[src/rtl/dtr_pkg.sv]
// Constants shared by the down timer, halt release and status block.
package dtr_pkg;
    // =====================================================================
    // Counter layout
    localparam int          TIMER_WIDTH   = 6;
    localparam logic [5:0]  TIMER_WRAP    = 6'h3f;
    localparam int          SEL_MSB       = 7;
    localparam int          SEL_LSB       = 6;
    localparam int          COUNT_MSB     = 5;
    // =====================================================================
    // Clock select codes
    localparam logic [1:0]  SEL_STAGE9    = 2'h0;
    localparam logic [1:0]  SEL_STAGE3    = 2'h1;
    localparam logic [1:0]  SEL_STAGE15   = 2'h2;
    localparam logic [1:0]  SEL_EXTERNAL  = 2'h3;
    localparam logic [1:0]  SEL_RESET     = SEL_STAGE3;
    // =====================================================================
    // Prescaler tap periods in prescaler input periods
    localparam int          TAP3_PERIOD   = 8;
    localparam int          TAP9_PERIOD   = 512;
    localparam int          TAP15_PERIOD  = 32768;
    localparam int          PRESCALE_BITS = 15;
    // =====================================================================
    // Flag instruction operands
    localparam logic [7:0]  FLAG_RELOAD   = 8'h80;
    localparam logic [7:0]  FLAG_BACKUP   = 8'h02;
    localparam logic [7:0]  FLAG_CARRY    = 8'h01;
    // =====================================================================
    // Status bit positions
    localparam int          ARITH_CARRY   = 3;
    localparam int          ARITH_ZERO    = 2;
    localparam int          START_BACKUP  = 0;
    localparam int          START_PORT    = 1;
    localparam int          START_OTHER   = 2;
    localparam int          REL_EXTINT    = 0;
    localparam int          REL_TIMER     = 1;
    localparam int          REL_STAGE15   = 2;
    localparam int          REL_PRESCALER = 3;
    // Release enable / request operand bit positions.
    localparam int          SRC_TIMER     = 1;
    localparam int          SRC_EXTINT    = 2;
    localparam int          SRC_PRESCALER = 3;
endpackage

[src/rtl/dtr_edge_sync.sv]
// Rising edge detector for the external frequency input.
`timescale 1ns/10ps
module dtr_edge_sync (
    // Clock and reset
    input  wire logic clk_sys,
    input  wire logic rst_n,
    // Input level and edge pulse
    input  wire logic level_in,
    output logic      rise_tick
);
    logic prev;

    always_ff @(posedge clk_sys or negedge rst_n) begin
        if (!rst_n) begin
            prev <= 1'b0;
        end else begin
            prev <= level_in;
        end
    end

    assign rise_tick = level_in && !prev;
endmodule

[src/rtl/dtr_prescaler.sv]
// Prescaler divider producing one-cycle tap enables.
`timescale 1ns/10ps
module dtr_prescaler #(
    parameter int WIDTH = dtr_pkg::PRESCALE_BITS
) (
    // Clock and reset
    input  wire logic             clk_sys,
    input  wire logic             rst_n,
    // Prescaler input enable
    input  wire logic             osc_tick,
    // Tap outputs
    output logic                  tap3_tick,
    output logic                  tap9_tick,
    output logic                  tap15_tick,
    output logic                  stage15_level,
    output logic                  overflow_tick
);
    logic [WIDTH-1:0] count;
    logic [WIDTH-1:0] next_count;

    assign next_count = count + {{(WIDTH-1){1'b0}}, 1'b1};

    always_ff @(posedge clk_sys or negedge rst_n) begin
        if (!rst_n) begin
            count <= '0;
        end else if (osc_tick) begin
            count <= next_count;
        end
    end

    // Each tap fires when its low bits roll over, giving periods 8, 512, 32768.
    assign tap3_tick     = osc_tick && (count[2:0] == 3'h7);
    assign tap9_tick     = osc_tick && (count[8:0] == 9'h1ff);
    assign tap15_tick    = osc_tick && (&count);
    assign overflow_tick = tap15_tick;
    assign stage15_level = count[WIDTH-1];
endmodule

[src/rtl/dtr_top.sv]
// Down timer, halt release flags and status registers.
`timescale 1ns/10ps
module dtr_top (
    // Clock and resets
    input  wire logic       clk_sys,
    input  wire logic       rst_n,
    input  wire logic       watchdog_reset,
    // Clock sources
    input  wire logic       osc_tick,
    input  wire logic       external_frequency_input,
    // Instruction strobes
    input  wire logic       timer_set_immediate_instr,
    input  wire logic       timer_set_reg_instr,
    input  wire logic [7:0] operand,
    input  wire logic [3:0] accumulator,
    input  wire logic [3:0] reg_operand,
    input  wire logic       flag_set_instr,
    input  wire logic       flag_reset_instr,
    input  wire logic       request_clear_instr,
    input  wire logic       release_enable_instr,
    input  wire logic       irq_enable_instr,
    input  wire logic       port_change_select_instr,
    input  wire logic       arith_status_write_instr,
    input  wire logic [3:0] mem_data,
    input  wire logic       carry_update,
    input  wire logic       carry_in,
    input  wire logic       halt_instr,
    // Event inputs
    input  wire logic       wake_port,
    input  wire logic       extint_edge,
    // Status reads
    output logic [3:0]      arith_status,
    output logic [3:0]      start_status,
    output logic [3:0]      release_source_status,
    // Timer and halt outputs
    output logic [5:0]      down_timer,
    output logic            timer_running,
    output logic            timer_irq,
    output logic            halted,
    output logic            timer_release_request
);
    logic [1:0] clk_select;
    logic       reload_mode;
    logic       reloaded;
    logic       timer_irq_enable;
    logic       timer_release_enable;
    logic       extint_release_request;
    logic       extint_release_enable;
    logic       prescaler_release_request;
    logic       prescaler_release_enable;
    logic       port_change_enable;
    logic       port_change_start_flag;
    logic       backup_mode_flag;
    logic       carry_flag;
    logic       tap3_tick;
    logic       tap9_tick;
    logic       tap15_tick;
    logic       stage15_level;
    logic       overflow_tick;
    logic       ext_tick;
    logic       count_tick;
    logic       underflow;
    logic       timer_load;
    logic [7:0] load_value;
    logic       timer_start_flag;
    logic       extint_start_flag;
    logic       prescaler_start_flag;
    logic       other_source_start_flag;
    logic       any_start;

    function automatic logic flag_hit(input logic strobe, input logic [7:0] op,
                                      input logic [7:0] code);
        flag_hit = strobe && (op == code);
    endfunction

    // =====================================================================
    // Clock sources
    dtr_prescaler #(
        .WIDTH(dtr_pkg::PRESCALE_BITS)
    ) u_prescaler (
        .clk_sys       (clk_sys),
        .rst_n         (rst_n),
        .osc_tick      (osc_tick),
        .tap3_tick     (tap3_tick),
        .tap9_tick     (tap9_tick),
        .tap15_tick    (tap15_tick),
        .stage15_level (stage15_level),
        .overflow_tick (overflow_tick)
    );

    dtr_edge_sync u_ext (
        .clk_sys   (clk_sys),
        .rst_n     (rst_n),
        .level_in  (external_frequency_input),
        .rise_tick (ext_tick)
    );

    always_comb begin
        case (clk_select)
            dtr_pkg::SEL_STAGE9:  count_tick = tap9_tick;
            dtr_pkg::SEL_STAGE3:  count_tick = tap3_tick;
            dtr_pkg::SEL_STAGE15: count_tick = tap15_tick;
            default:              count_tick = ext_tick;
        endcase
    end

    // =====================================================================
    // Timer load
    assign timer_load = timer_set_immediate_instr || timer_set_reg_instr;
    assign load_value = timer_set_reg_instr ? {accumulator, reg_operand} : operand;
    assign underflow  = timer_running && count_tick && (down_timer == '0);

    // Watchdog reset is not tied to rst_n, so the selection survives it.
    always_ff @(posedge clk_sys or negedge rst_n) begin
        if (!rst_n) begin
            clk_select <= dtr_pkg::SEL_RESET;
        end else if (timer_load) begin
            clk_select <= load_value[dtr_pkg::SEL_MSB:dtr_pkg::SEL_LSB];
        end
    end

    always_ff @(posedge clk_sys or negedge rst_n) begin
        if (!rst_n) begin
            down_timer <= '0;
        end else if (watchdog_reset) begin
            down_timer <= '0;
        end else if (timer_load) begin
            down_timer <= load_value[dtr_pkg::COUNT_MSB:0];
        end else if (timer_running && count_tick) begin
            down_timer <= down_timer - 6'h01;
        end
    end

    always_ff @(posedge clk_sys or negedge rst_n) begin
        if (!rst_n) begin
            reload_mode <= 1'b0;
        end else if (watchdog_reset) begin
            reload_mode <= 1'b0;
        end else if (flag_hit(flag_set_instr, operand, dtr_pkg::FLAG_RELOAD)) begin
            reload_mode <= 1'b1;
        end else if (flag_hit(flag_reset_instr, operand, dtr_pkg::FLAG_RELOAD)) begin
            reload_mode <= 1'b0;
        end
    end

    // Tracks whether a timer-set followed the latest underflow.
    always_ff @(posedge clk_sys or negedge rst_n) begin
        if (!rst_n) begin
            reloaded <= 1'b0;
        end else if (timer_load) begin
            reloaded <= 1'b1;
        end else if (underflow) begin
            reloaded <= 1'b0;
        end
    end

    always_ff @(posedge clk_sys or negedge rst_n) begin
        if (!rst_n) begin
            timer_running <= 1'b0;
        end else if (watchdog_reset) begin
            timer_running <= 1'b0;
        end else if (timer_load) begin
            timer_running <= 1'b1;
        end else if (flag_hit(flag_set_instr, operand, dtr_pkg::FLAG_RELOAD)) begin
            timer_running <= 1'b1;
        end else if (flag_hit(flag_reset_instr, operand, dtr_pkg::FLAG_RELOAD)
                     && !reloaded) begin
            timer_running <= 1'b0;
        end else if (underflow && !reload_mode) begin
            timer_running <= 1'b0;
        end
    end

    // =====================================================================
    // Release requests, enables and start flags
    // Set wins over the clear so an underflow in the clear cycle is kept.
    always_ff @(posedge clk_sys or negedge rst_n) begin
        if (!rst_n) begin
            timer_release_request     <= 1'b0;
            extint_release_request    <= 1'b0;
            prescaler_release_request <= 1'b0;
        end else begin
            if (underflow) begin
                timer_release_request <= 1'b1;
            end else if (request_clear_instr && operand[dtr_pkg::SRC_TIMER]) begin
                timer_release_request <= 1'b0;
            end
            if (extint_edge) begin
                extint_release_request <= 1'b1;
            end else if (request_clear_instr && operand[dtr_pkg::SRC_EXTINT]) begin
                extint_release_request <= 1'b0;
            end
            if (overflow_tick) begin
                prescaler_release_request <= 1'b1;
            end else if (request_clear_instr && operand[dtr_pkg::SRC_PRESCALER]) begin
                prescaler_release_request <= 1'b0;
            end
        end
    end

    always_ff @(posedge clk_sys or negedge rst_n) begin
        if (!rst_n) begin
            timer_release_enable     <= 1'b0;
            extint_release_enable    <= 1'b0;
            prescaler_release_enable <= 1'b0;
            timer_irq_enable         <= 1'b0;
        end else begin
            if (release_enable_instr) begin
                timer_release_enable     <= operand[dtr_pkg::SRC_TIMER];
                extint_release_enable    <= operand[dtr_pkg::SRC_EXTINT];
                prescaler_release_enable <= operand[dtr_pkg::SRC_PRESCALER];
            end
            if (irq_enable_instr) begin
                timer_irq_enable <= operand[dtr_pkg::SRC_TIMER];
            end
        end
    end

    // The start flag follows the interrupt-enable clear condition only for the timer.
    assign timer_start_flag = timer_release_request && timer_release_enable
                              && !timer_irq_enable;
    assign extint_start_flag    = extint_release_request && extint_release_enable;
    assign prescaler_start_flag = prescaler_release_request
                                  && prescaler_release_enable;
    assign other_source_start_flag = extint_start_flag || timer_start_flag
                                     || prescaler_start_flag;
    assign any_start = other_source_start_flag || port_change_start_flag;

    always_ff @(posedge clk_sys or negedge rst_n) begin
        if (!rst_n) begin
            port_change_enable     <= 1'b0;
            port_change_start_flag <= 1'b0;
        end else begin
            if (port_change_select_instr) begin
                port_change_enable <= operand[dtr_pkg::START_PORT];
            end
            if (wake_port && port_change_enable && halted) begin
                port_change_start_flag <= 1'b1;
            end else if (port_change_select_instr) begin
                port_change_start_flag <= 1'b0;
            end
        end
    end

    // =====================================================================
    // Halt and interrupt
    always_ff @(posedge clk_sys or negedge rst_n) begin
        if (!rst_n) begin
            halted <= 1'b0;
        end else if (halted && any_start) begin
            halted <= 1'b0;
        end else if (halt_instr && !any_start) begin
            halted <= 1'b1;
        end
    end

    always_ff @(posedge clk_sys or negedge rst_n) begin
        if (!rst_n) begin
            timer_irq <= 1'b0;
        end else begin
            timer_irq <= timer_release_request && timer_irq_enable;
        end
    end

    // =====================================================================
    // Status flags and registers
    always_ff @(posedge clk_sys or negedge rst_n) begin
        if (!rst_n) begin
            carry_flag <= 1'b0;
        end else if (arith_status_write_instr) begin
            carry_flag <= mem_data[dtr_pkg::ARITH_CARRY];
        end else if (flag_hit(flag_set_instr, operand, dtr_pkg::FLAG_CARRY)) begin
            carry_flag <= 1'b1;
        end else if (flag_hit(flag_reset_instr, operand, dtr_pkg::FLAG_CARRY)) begin
            carry_flag <= 1'b0;
        end else if (carry_update) begin
            carry_flag <= carry_in;
        end
    end

    always_ff @(posedge clk_sys or negedge rst_n) begin
        if (!rst_n) begin
            backup_mode_flag <= 1'b0;
        end else if (flag_hit(flag_set_instr, operand, dtr_pkg::FLAG_BACKUP)) begin
            backup_mode_flag <= 1'b1;
        end else if (flag_hit(flag_reset_instr, operand, dtr_pkg::FLAG_BACKUP)) begin
            backup_mode_flag <= 1'b0;
        end
    end

    // Registered copies keep every output straight from a flip-flop.
    always_ff @(posedge clk_sys or negedge rst_n) begin
        if (!rst_n) begin
            arith_status          <= 4'h0;
            start_status          <= 4'h0;
            release_source_status <= 4'h0;
        end else begin
            arith_status <= {carry_flag, (accumulator == 4'h0), 2'h0};
            start_status <= {1'b0, other_source_start_flag, port_change_start_flag,
                             backup_mode_flag};
            release_source_status <= {prescaler_start_flag, stage15_level,
                                      timer_start_flag, extint_start_flag};
        end
    end
endmodule
[config.mk]
export PLATFORM = sky130hd
export DESIGN_NAME = dtr_top
export DESIGN_NICKNAME = d
export VERILOG_FILES = /design/src/rtl/dtr_pkg.sv /design/src/rtl/dtr_edge_sync.sv /design/src/rtl/dtr_prescaler.sv /design/src/rtl/dtr_top.sv
export SDC_FILE = /design/constraint.sdc
export NUM_CORES = 1
export LEC_CHECK = 0
export BUFFER_PORTS_ARGS = -buffer_cell sky130_fd_sc_hd__buf_2
export CORE_ASPECT_RATIO = 0.8
export CORE_MARGIN = 2
export CORE_UTILIZATION = 56
export DETAILED_ROUTE_END_ITERATION = 6
export PLACE_DENSITY = 0.85
export SYNTH_ARGS = -nofsm -noshare
export SYNTH_HDL_FRONTEND = slang
export SYNTH_SLANG_ARGS = --single-unit
[constraint.sdc]
create_clock -name clk_sys -period 3.1 [get_ports clk_sys]
set_input_delay 0.155 -clock clk_sys [delete_from_list [all_inputs] [get_ports clk_sys]]
set_output_delay 0.155 -clock clk_sys [all_outputs]
set_load 0.01 [all_outputs]
==> results of run 1 <==
==> synth_stat cells, types with 3 or more instances <==
master	count	share of area (%)
dfrtp_1	48	51
nand2_1	24	3.8
inv_1	10	1.6
nand3_1	10	2.1
nor2_1	10	1.6
o21ai_0	9	1.9
mux2_2	8	3.8
xnor2_1	8	3.0
xor2_1	6	2.2
a21oi_1	5	1.1
mux2i_1	5	2.1
a211oi_1	4	1.3
and2_1	4	1.1
ha_1	4	2.1
nor3_1	4	0.86
or3_1	4	1.1
buf_4	3	0.96
nand2b_1	3	0.80
nand4_1	3	0.80
==> final timing paths <==
check,start,to,slack [ns]
worst max register to register,u_prescaler.count[4]$_DFFE_PN0P_,down_timer[5]$_DFFE_PN0P_,1.04
worst min-delay path,accumulator[3],arith_status[2]$_DFF_PN0_,0.006
max in group asynchronous,rst_n,down_timer[1]$_DFFE_PN0P_,2.43
worst max-delay path,u_prescaler.count[4]$_DFFE_PN0P_,down_timer[5]$_DFFE_PN0P_,1.04
worst min register to register,backup_mode_flag$_DFFE_PN0P_,start_status[0]$_DFF_PN0_,0.39
min in group asynchronous,rst_n,u_prescaler.count[4]$_DFFE_PN0P_,0.03
==> report_power, final <==
group          internal [uW]  switching (uW)
Sequential               720            84.0
Combinational            133             141
Clock                    164             233
Total                   1020             459
==> worst max-delay path, stage by stage, from the launching register on <==
cell	delay [ns]
dfrtp_1	0.43
nand4_1	0.29
nor2_1	0.20
ha_1	0.16
nor3_1	0.04
nor2_1	0.13
and2_1	0.29
a211oi_1	0.13
a311oi_1	0.28
==> registers in the layout, indices dropped and copies added, names as in the netlist <==
register and cells:
halted 1, prescaler_release_enable 1, down_timer 6, extint_release_enable 1
reload_mode 1, timer_irq 1, start_status 3, port_change_start_flag 1
clk_select 2, carry_flag 1, timer_running 1, timer_release_request 1
backup_mode_flag 1, timer_release_enable 1, u_ext.prev 1, arith_status 2
prescaler_release_request 1, port_change_enable 1, release_source_status 4, reloaded 1
extint_release_request 1, timer_irq_enable 1, u_prescaler.count 15
==> per-stage QoR <==
stage / hold WS (ns) / cells / setup WS [ns] / util (%)
final: 0.005975 / 327 / 1.044 / 70.13
after global routing: 0.01203 / 327 / 0.7414 / 70.13
after CTS: 0.003578 / 327 / 1.015 / 70.13
after detailed placement: 0.2880 / 318 / 1.065 / 67.44
after global placement: 0.2848 / 318 / 1.175 / 67.44
after floorplan: -0.1406 / 218 / 1.271 / -
==> what timing repair did <==
action                                  4_1_cts  5_1_grt
hold buffers                                  1        0
endpoints found under the hold margin         1        0
buffers inserted                              0        0
endpoints found under the setup margin        0        0
==> kinds of logic (layout without fill, tap and decap cells) <==
family / after synthesis / after routing / share of synthesized area, %
flops: 49 / 49 / 52.43
compound gates: 36 / 36 / 11.44
other cells: 1 / 3 / 0.1602
simple gates: 80 / 80 / 18.65
fa+ha+maj: 4 / 4 / 2.138
xor+xnor: 14 / 14 / 5.238
buf+inv: 19 / 73 / 3.955
mux: 13 / 13 / 5.986
==> area by class of cell <==
class | count | area share, %
Sequential cell | 49 | 44.84
Multi-Input combinational cell | 150 | 37.57
Timing Repair Buffer | 55 | 10.24
Clock buffer | 5 | 2.514
Tap cell | 55 | 2.514
Inverter | 10 | 1.371
Clock inverter | 3 | 0.9598
==> layer usage <==
metal	vias to the layer above	wire (um)	track usage [%]
met5	-	0	0
met4	0	72	6.753
met3	11	311	3.902
met2	73	2127	36.41
met1	846	2327	32.60
li1	871	-	-
==> results.json, run 1 <==
{
  "status": "completed",
  "final_common_cell": "buf_2",
  "final.min_clock_period_ns": 2.056,
  "hold_viol": 0,
  "clk_root_buffer_cell": "clkbuf_8",
  "cts_tree": "done",
  "wirelength_mm": 4.838,
  "multiInputGateArea_um2": 1028,
  "drt_iter0_markers": 94,
  "fin_tns_setup_ns": 0,
  "hp-class": "in -> reg",
  "max-cap-violations": 0,
  "fmax_mhz": 486.3,
  "clk_pin_slew_ns": 0.10,
  "holdPathStages": 2,
  "yosysSeqAreaShare_pct": 52.43,
  "critPathLaunchType": "flip-flop",
  "skew_ns": 0.004961,
  "rsz0062_at_grt": "no",
  "avgSynthCellArea_um2": 10.84,
  "synth_edf_count": 0,
  "end_kind": "flip-flop",
  "synth-seq-cells": 49,
  "std_cell_rows": 20,
  "syn_inst": 216,
  "finalSetupViolations": 0,
  "postPlaceCellArea_um2": 2633,
  "drc": 0,
  "cts.sinks": 49,
  "hpwlAfterDp_mm": 3.617,
  "report.final.slew_viol_count": 0,
  "vias": 1801,
  "fillers": 319,
  "cts_resized": 0,
  "ys.flop_type": "dfrtp_1",
  "coreArea_um2": 3904,
  "drt_pre_antenna_iters": 4,
  "grt_max_degree": 50,
  "worst_pin_slew_ns": 1.052,
  "synthToLayoutAreaGrowth_pct": 16.94,
  "fp.dieW_um": 76.29,
  "wl_per_cell_um": 14.80,
  "required_ns": 3.31,
  "irDropWorstVdd_mv": 0.2301,
  "yosys_warnings": 0,
  "antenna_found_initial": 0,
  "routabilityCongestion": 0.9100,
  "drive_gt1_share_pct": 29.78,
  "syn_area_um2": 2341,
  "period_share_pct": 66.34,
  "initial_core_util_pct": 59.97,
  "clkLatencyLatePin_ns": 0.30,
  "powerDensity_nw_per_um2": 539.1,
  "clock_path_buffers": 2,
  "crit_type": "reg -> reg",
  "slew_headroom_pct": 29.84,
  "arrival_ns": 2.26,
  "async_reset_ff_share_pct": 100.0,
  "io_pins": 61,
  "dieHeight_um": 61.83,
  "layout.nets": 314,
  "most-common-layout-cells": "buf_2, dfrtp_1, nand2_1",
  "final_cell_area_um2": 2738,
  "synth.distinct_cells": 53,
  "track_usage_pct": 22.65,
  "grt_pass1_vias": 1770,
  "gr-total-overflow": 0,
  "htree_levels": 2,
  "dieArea_um2": 4717,
  "ant_nets": 0,
  "cts_buffers": 5,
  "avgViaCountPerCell": 5.508,
  "crit_path_max_fanout": 7,
  "power.total_uw": 1476,
  "io_buffers": 54,
  "register_area_um2": 1227,
  "grt_pass1_wl_mm": 8.362,
  "diodes": 0,
  "r2r_cells": 8,
  "leakagePower_uw": 0.001330
}
(Power assumes the default switching activity.)
==> run 2, diff against run 1 <==
Settings changed: CORE_UTILIZATION 56 to 52, PLACE_DENSITY 0.85 to 0.8.
Clock period 3.1 ns to 2.07 ns, I/O delays scaled along.
==> run 2 against run 1 <==
Against the previous run: fmax up 9.6%; register-to-register slack worse by 0.85 ns; clock power up 51%; non-clock buffer count up 10; combinational power up 67%; sequential power up 49%; total power up 53%; largest cell class unchanged; largest power group unchanged.
==> results.json, run 2 (synthesis results as in run 1) <==
{
  "status": "completed",
  "layout.nets": 324,
  "min_to": "port_change_start_flag$_DFFE_PN0P_",
  "fp.dieW_um": 79.02,
  "seq_power_share_pct": 53.2,
  "crit_type": "reg -> reg",
  "io_buffers": 54,
  "cts.sinks": 49,
  "critPathBufInv": 0,
  "clock_path_buffers": 2,
  "pwr-share-comb_pct": 20.2,
  "track_usage_pct": 21.39,
  "skew_ns": 0.007328,
  "io_pins": 61,
  "hold_viol": 0,
  "crit_path_max_fanout": 7,
  "holdPathStages": 3,
  "critical_path.top_delay_family": "simple AND/OR/NAND/NOR gates",
  "fin_util_pct": 66.52,
  "final_common_cell": "buf_2",
  "leakagePower_uw": 0.001385,
  "report.final.slew_viol_count": 0,
  "internal_power_uw": 1558,
  "std_cell_rows": 21,
  "required_ns": 2.27,
  "crit_slowest_cell": "dfrtp_1",
  "cts_buffers": 5,
  "coreArea_um2": 4257,
  "max-cap-violations": 0,
  "powerDensity_nw_per_um2": 798.6,
  "drt_iter0_markers": 100,
  "most-common-layout-cells": "buf_2, dfrtp_1, nand2_1",
  "finalSetupViolations": 0,
  "routabilityCongestion": 0.9250,
  "wl_per_cell_um": 14.73,
  "irDropWorstVdd_mv": 0.6095,
  "slew_headroom_pct": 59.73,
  "switchingPower_uw": 703.5,
  "grt_pass1_vias": 1726,
  "htree_levels": 2,
  "avgViaCountPerCell": 5.381,
  "synthToLayoutAreaGrowth_pct": 20.95,
  "regMostFlops": "u_prescaler.count",
  "hp-class": "in -> reg",
  "fin_tns_setup_ns": 0,
  "maxUsedRoutingLayer": "met4",
  "met3_length_um": 354,
  "fillers": 350,
  "worst_pin_slew_ns": 0.6041,
  "top_regs": "u_prescaler.count: 15 flops, down_timer: 6 flops, release_source_status: 4 flops",
  "power.total_uw": 2261,
  "rsz0062_at_grt": "no",
  "drt-met1-wl_mm": 2.291,
  "drc": 0,
  "routed-wl-met2_mm": 2.282,
  "sw_frac_of_total_pct": 31.11,
  "period_share_pct": 90.68,
  "clockPowerShare_pct": 26.6,
  "r2r_slack_ns": 0.19,
  "gr-total-overflow": 0,
  "cts_tree": "done",
  "clkLatencyLatePin_ns": 0.31,
  "drive_gt1_share_pct": 30.85,
  "grt_max_degree": 29,
  "drt_pre_antenna_iters": 5,
  "dieHeight_um": 64.01,
  "end_kind": "flip-flop",
  "antenna_found_initial": 0,
  "ant_nets": 0,
  "grt_pass1_wl_mm": 8.314,
  "wirelength_mm": 4.992,
  "fmax_mhz": 532.8,
  "hpwlAfterDp_mm": 3.873,
  "final.min_clock_period_ns": 1.877,
  "hp-start": "wake_port",
  "initial_core_util_pct": 55.00,
  "r2r_cells": 6,
  "reg2reg_to": "timer_running$_DFFE_PN0P_",
  "diodes": 0,
  "critPathLaunchType": "flip-flop",
  "critPathMaxStageDelay_ns": 0.39,
  "dieArea_um2": 5058,
  "largest_register_ffs": 15,
  "rr_startpoint": "u_prescaler.count[1]$_DFFE_PN0P_",
  "clk_pin_slew_ns": 0.10,
  "arrival_ns": 2.08,
  "clk_root_buffer_cell": "clkbuf_8",
  "vias": 1824,
  "path_cells": "ha_1 > nand4_2 > nor4_2 > or2_1 > nand4b_1 > a41o_1"
}
[run 2: cell types whose count changed in the layout (fill, tap and decap cells not counted), sizes merged]
cell / before / now
inv: 11 / 12
dlygate4sd3: 1 / 6
clkinvlp: 2 / 0
buf: 54 / 59
clkinv: 0 / 1
[run 2: worst min-delay path, stage by stage]
cell and delay [ns]:
buf_2 0.07, nand3_1 0.06, o21ai_0 0.07
[run 2: how the worst max path moves through the flow]
stage                                     startpoint                        end  slack [ns]  cells after the start
finish              u_prescaler.count[1]$_DFFE_PN0P_  timer_running$_DFFE_PN0P_        0.19                      6
floorplan           u_prescaler.count[0]$_DFFE_PN0P_  down_timer[2]$_DFFE_PN0P_        0.24                     10
global route        u_prescaler.count[0]$_DFFE_PN0P_  down_timer[3]$_DFFE_PN0P_        0.03                      9
CTS                 u_prescaler.count[0]$_DFFE_PN0P_  timer_running$_DFFE_PN0P_        0.12                      9
detailed placement  u_prescaler.count[0]$_DFFE_PN0P_       reloaded$_DFFE_PN0P_        0.14                      9
global placement    u_prescaler.count[0]$_DFFE_PN0P_  timer_running$_DFFE_PN0P_        0.18                      9
[run 2: through the flow]
| stage | instances | cell area [um^2] | setup slack (ns) | hold slack (ns) |
|---|---|---|---|---|
| floorplan | 218 | 2349 | 0.2413 | -0.1921 |
| global placement | 324 | 2665 | 0.1792 | 0.1542 |
| detailed placement | 324 | 2665 | 0.1381 | 0.1466 |
| CTS | 338 | 2823 | 0.1152 | 0.02141 |
| global route | 339 | 2831 | 0.02770 | 0.02079 |
| finish | 339 | 2831 | 0.1930 | 0.02676 |
[run 2: power groups by stage]
| stage | logic, uW | registers [uW] | clock network [uW] |
|---|---|---|---|
| after floorplan | 262 | 1210 | 0 |
| after global placement | 409 | 1210 | 0 |
| after detailed placement | 434 | 1220 | 0 |
| after CTS | 443 | 1200 | 618 |
| after global routing | 514 | 1220 | 656 |
| final | 457 | 1200 | 601 |
[run 2: what timing repair did]
| item | in CTS | in global routing |
|---|---|---|
| resized for setup | 0 | 1 |
| hold endpoints to repair | 29 | 0 |
| setup endpoints to repair | 0 | 7 |
| buffers inserted | 0 | 1 |
| hold buffers | 6 | 0 |
[run 2: area by class of cell]
cell class              count  area [um^2]  area share [%]
clock inverters             3        28.78           1.016
repair buffers             65        367.9           12.99
well taps                  57        71.32           2.519
multi-input cells         150         1030           36.37
flip-flops and latches     49         1227           43.35
inverters                  10        37.54           1.326
clock buffers               5        68.82           2.430
[run 2: layer usage]
metal  global-route usage, %  vias to the layer above
li1                        -                      897
met1                   30.49                      854
met2                   32.42                       69
met3                   4.237                        4
met4                   8.405                        0
met5                       0                        -
==> run 3, diff against run 2 <==
Settings changed: CORE_UTILIZATION 52 to 54, CTS_BUF_LIST from default to sky130_fd_sc_hd__clkbuf_8, PLACE_DENSITY 0.8 to 0.82.
==> run 3 against run 2 <==
Against the previous run: largest cell class unchanged; sequential cell count unchanged; combinational power fell by 4.6%; largest power group unchanged; worst hold slack got worse by 0.022 ns; cell count is the same.
==> results.json, run 3 (synthesis results as in run 1) <==
{
  "arrival_ns": 2.13,
  "routabilityCongestion": 0.9514,
  "crit_start": "u_prescaler.count[0]$_DFFE_PN0P_",
  "grt_max_degree": 24,
  "hpwlAfterDp_mm": 3.902,
  "clkLatencyLatePin_ns": 0.31,
  "max-cap-violations": 0,
  "layout.nets": 324,
  "crit_type": "reg -> reg",
  "skew_ns": 0.01175,
  "period_share_pct": 94.18,
  "drt-met1-wl_mm": 2.282,
  "wl_per_cell_um": 15.36,
  "clock_path_buffers": 2,
  "track_usage_pct": 23.34,
  "required_ns": 2.25,
  "avgViaCountPerCell": 5.646,
  "wirelength_mm": 5.207,
  "r2r_slack_ns": 0.12,
  "report.final.slew_viol_count": 0,
  "cts.sinks": 49,
  "post_cts_buffers": 0,
  "synthToLayoutAreaGrowth_pct": 22.07,
  "status": "completed",
  "regMostFlops": "u_prescaler.count",
  "drc": 0,
  "fp.dieW_um": 77.62,
  "holdPathStages": 2,
  "met3_length_um": 300,
  "grt_pass1_vias": 1908,
  "end_kind": "flip-flop",
  "worst_pin_slew_ns": 0.5043,
  "critPathLaunchType": "flip-flop",
  "maxUsedRoutingLayer": "met4",
  "rsz0062_at_grt": "yes",
  "hp-start": "port_change_select_instr",
  "io_buffers": 54,
  "crit_path_max_fanout": 7,
  "top_regs": "u_prescaler.count: 15 flops, down_timer: 6 flops, release_source_status: 4 flops",
  "drt_iter0_markers": 158,
  "gr-total-overflow": 0,
  "leakagePower_uw": 0.001395,
  "powerDensity_nw_per_um2": 824.2,
  "vias": 1914,
  "rr_startpoint": "u_prescaler.count[0]$_DFFE_PN0P_",
  "dieHeight_um": 62.89,
  "final.min_clock_period_ns": 1.949,
  "power.total_uw": 2355,
  "htree_levels": 2,
  "most-common-layout-cells": "buf_2, dfrtp_1, nand2_1",
  "routed-wl-met2_mm": 2.536,
  "fillers": 300,
  "drt_pre_antenna_iters": 5,
  "coreArea_um2": 4178,
  "finalSetupViolations": 0,
  "clk_pin_slew_ns": 0.10,
  "grt_pass1_wl_mm": 9.004,
  "fin_tns_setup_ns": 0,
  "diodes": 0,
  "hp-class": "in -> reg",
  "irDropWorstVdd_mv": 0.7545,
  "fmax_mhz": 513.0,
  "r2r_cells": 9,
  "std_cell_rows": 21,
  "largest_register_ffs": 15,
  "cts_tree": "done",
  "slew_headroom_pct": 66.38,
  "initial_core_util_pct": 56.03,
  "final_common_cell": "buf_2",
  "ant_nets": 0,
  "drive_gt1_share_pct": 30.85,
  "hold_viol": 0,
  "cts_buffers": 5,
  "io_pins": 61,
  "dieArea_um2": 4881,
  "antenna_found_initial": 0,
  "clk_root_buffer_cell": "clkbuf_8"
}
[run 3: cell count changes in the layout (fill, tap and decap cells not counted), sizes merged]
cell | previous run | this run
clkinv | 1 | 0
buf | 59 | 58
bufinv | 0 | 1
dlygate4sd3 | 6 | 7
[run 3: area by class of cell]
| type | count | area [um^2] | area share (%) |
|---|---|---|---|
| Multi-Input combinational cell | 150 | 1035 | 36.21 |
| Inverter | 10 | 37.54 | 1.313 |
| Clock buffer | 5 | 68.82 | 2.408 |
| Sequential cell | 49 | 1227 | 42.95 |
| Timing Repair Buffer | 65 | 370.4 | 12.96 |
| Clock inverter | 3 | 47.55 | 1.664 |
| Tap cell | 57 | 71.32 | 2.496 |
[run 3: what timing repair did]
item	4_1_cts	5_1_grt
setup endpoints to repair	0	7
hold endpoints to repair	24	0
hold buffers	7	0
resized for setup	0	2
[run 3: worst paths after layout]
check                                                     end
max in group asynchronous   u_prescaler.count[12]$_DFFE_PN0P_
min                        port_change_start_flag$_DFFE_PN0P_
min in group asynchronous           down_timer[0]$_DFFE_PN0P_
min reg2reg                         start_status[0]$_DFF_PN0_
max reg2reg                         down_timer[2]$_DFFE_PN0P_
max                                 down_timer[2]$_DFFE_PN0P_
[run 3: where the power goes]
group / switching [uW] / leakage, uW / total, uW / internal, uW
Sequential: 126 / 0.000624 / 1210 / 1080
Clock: 345 / 0.0000591 / 714 / 369
Combinational: 221 / 0.000713 / 436 / 215
Total: 692 / 0.00140 / 2360 / 1660
[run 3: worst max-delay path, stage by stage, from the launching register on]
cell and delay [ns]:
dfrtp_1 0.43, ha_1 0.25, nand3_1 0.10, nor2_1 0.05
ha_1 0.17, nor3_1 0.15, nor2_1 0.09, and2_2 0.25
a41oi_1 0.23, o211ai_1 0.10
[run 3: metal layers]
layer,vias up,GRT usage (%)
li1,891,-
met1,939,32.02
met2,72,36.21
met3,12,6.214
met4,0,7.589
met5,-,0
[run 3: stage by stage]
stage	util (%)	cells	hold WS (ns)	cell area, um^2	worst slack (ns)
2_1_floorplan	-	218	-0.1921	2349	0.2413
3_3_place_gp	63.79	324	0.1041	2665	0.1787
3_5_place_dp	63.79	324	0.1098	2665	0.1101
4_1_cts	68.25	339	0.004533	2851	0.08829
5_1_grt	68.40	339	0.01353	2858	-0.03122
6_report	68.40	339	0.004810	2858	0.1205
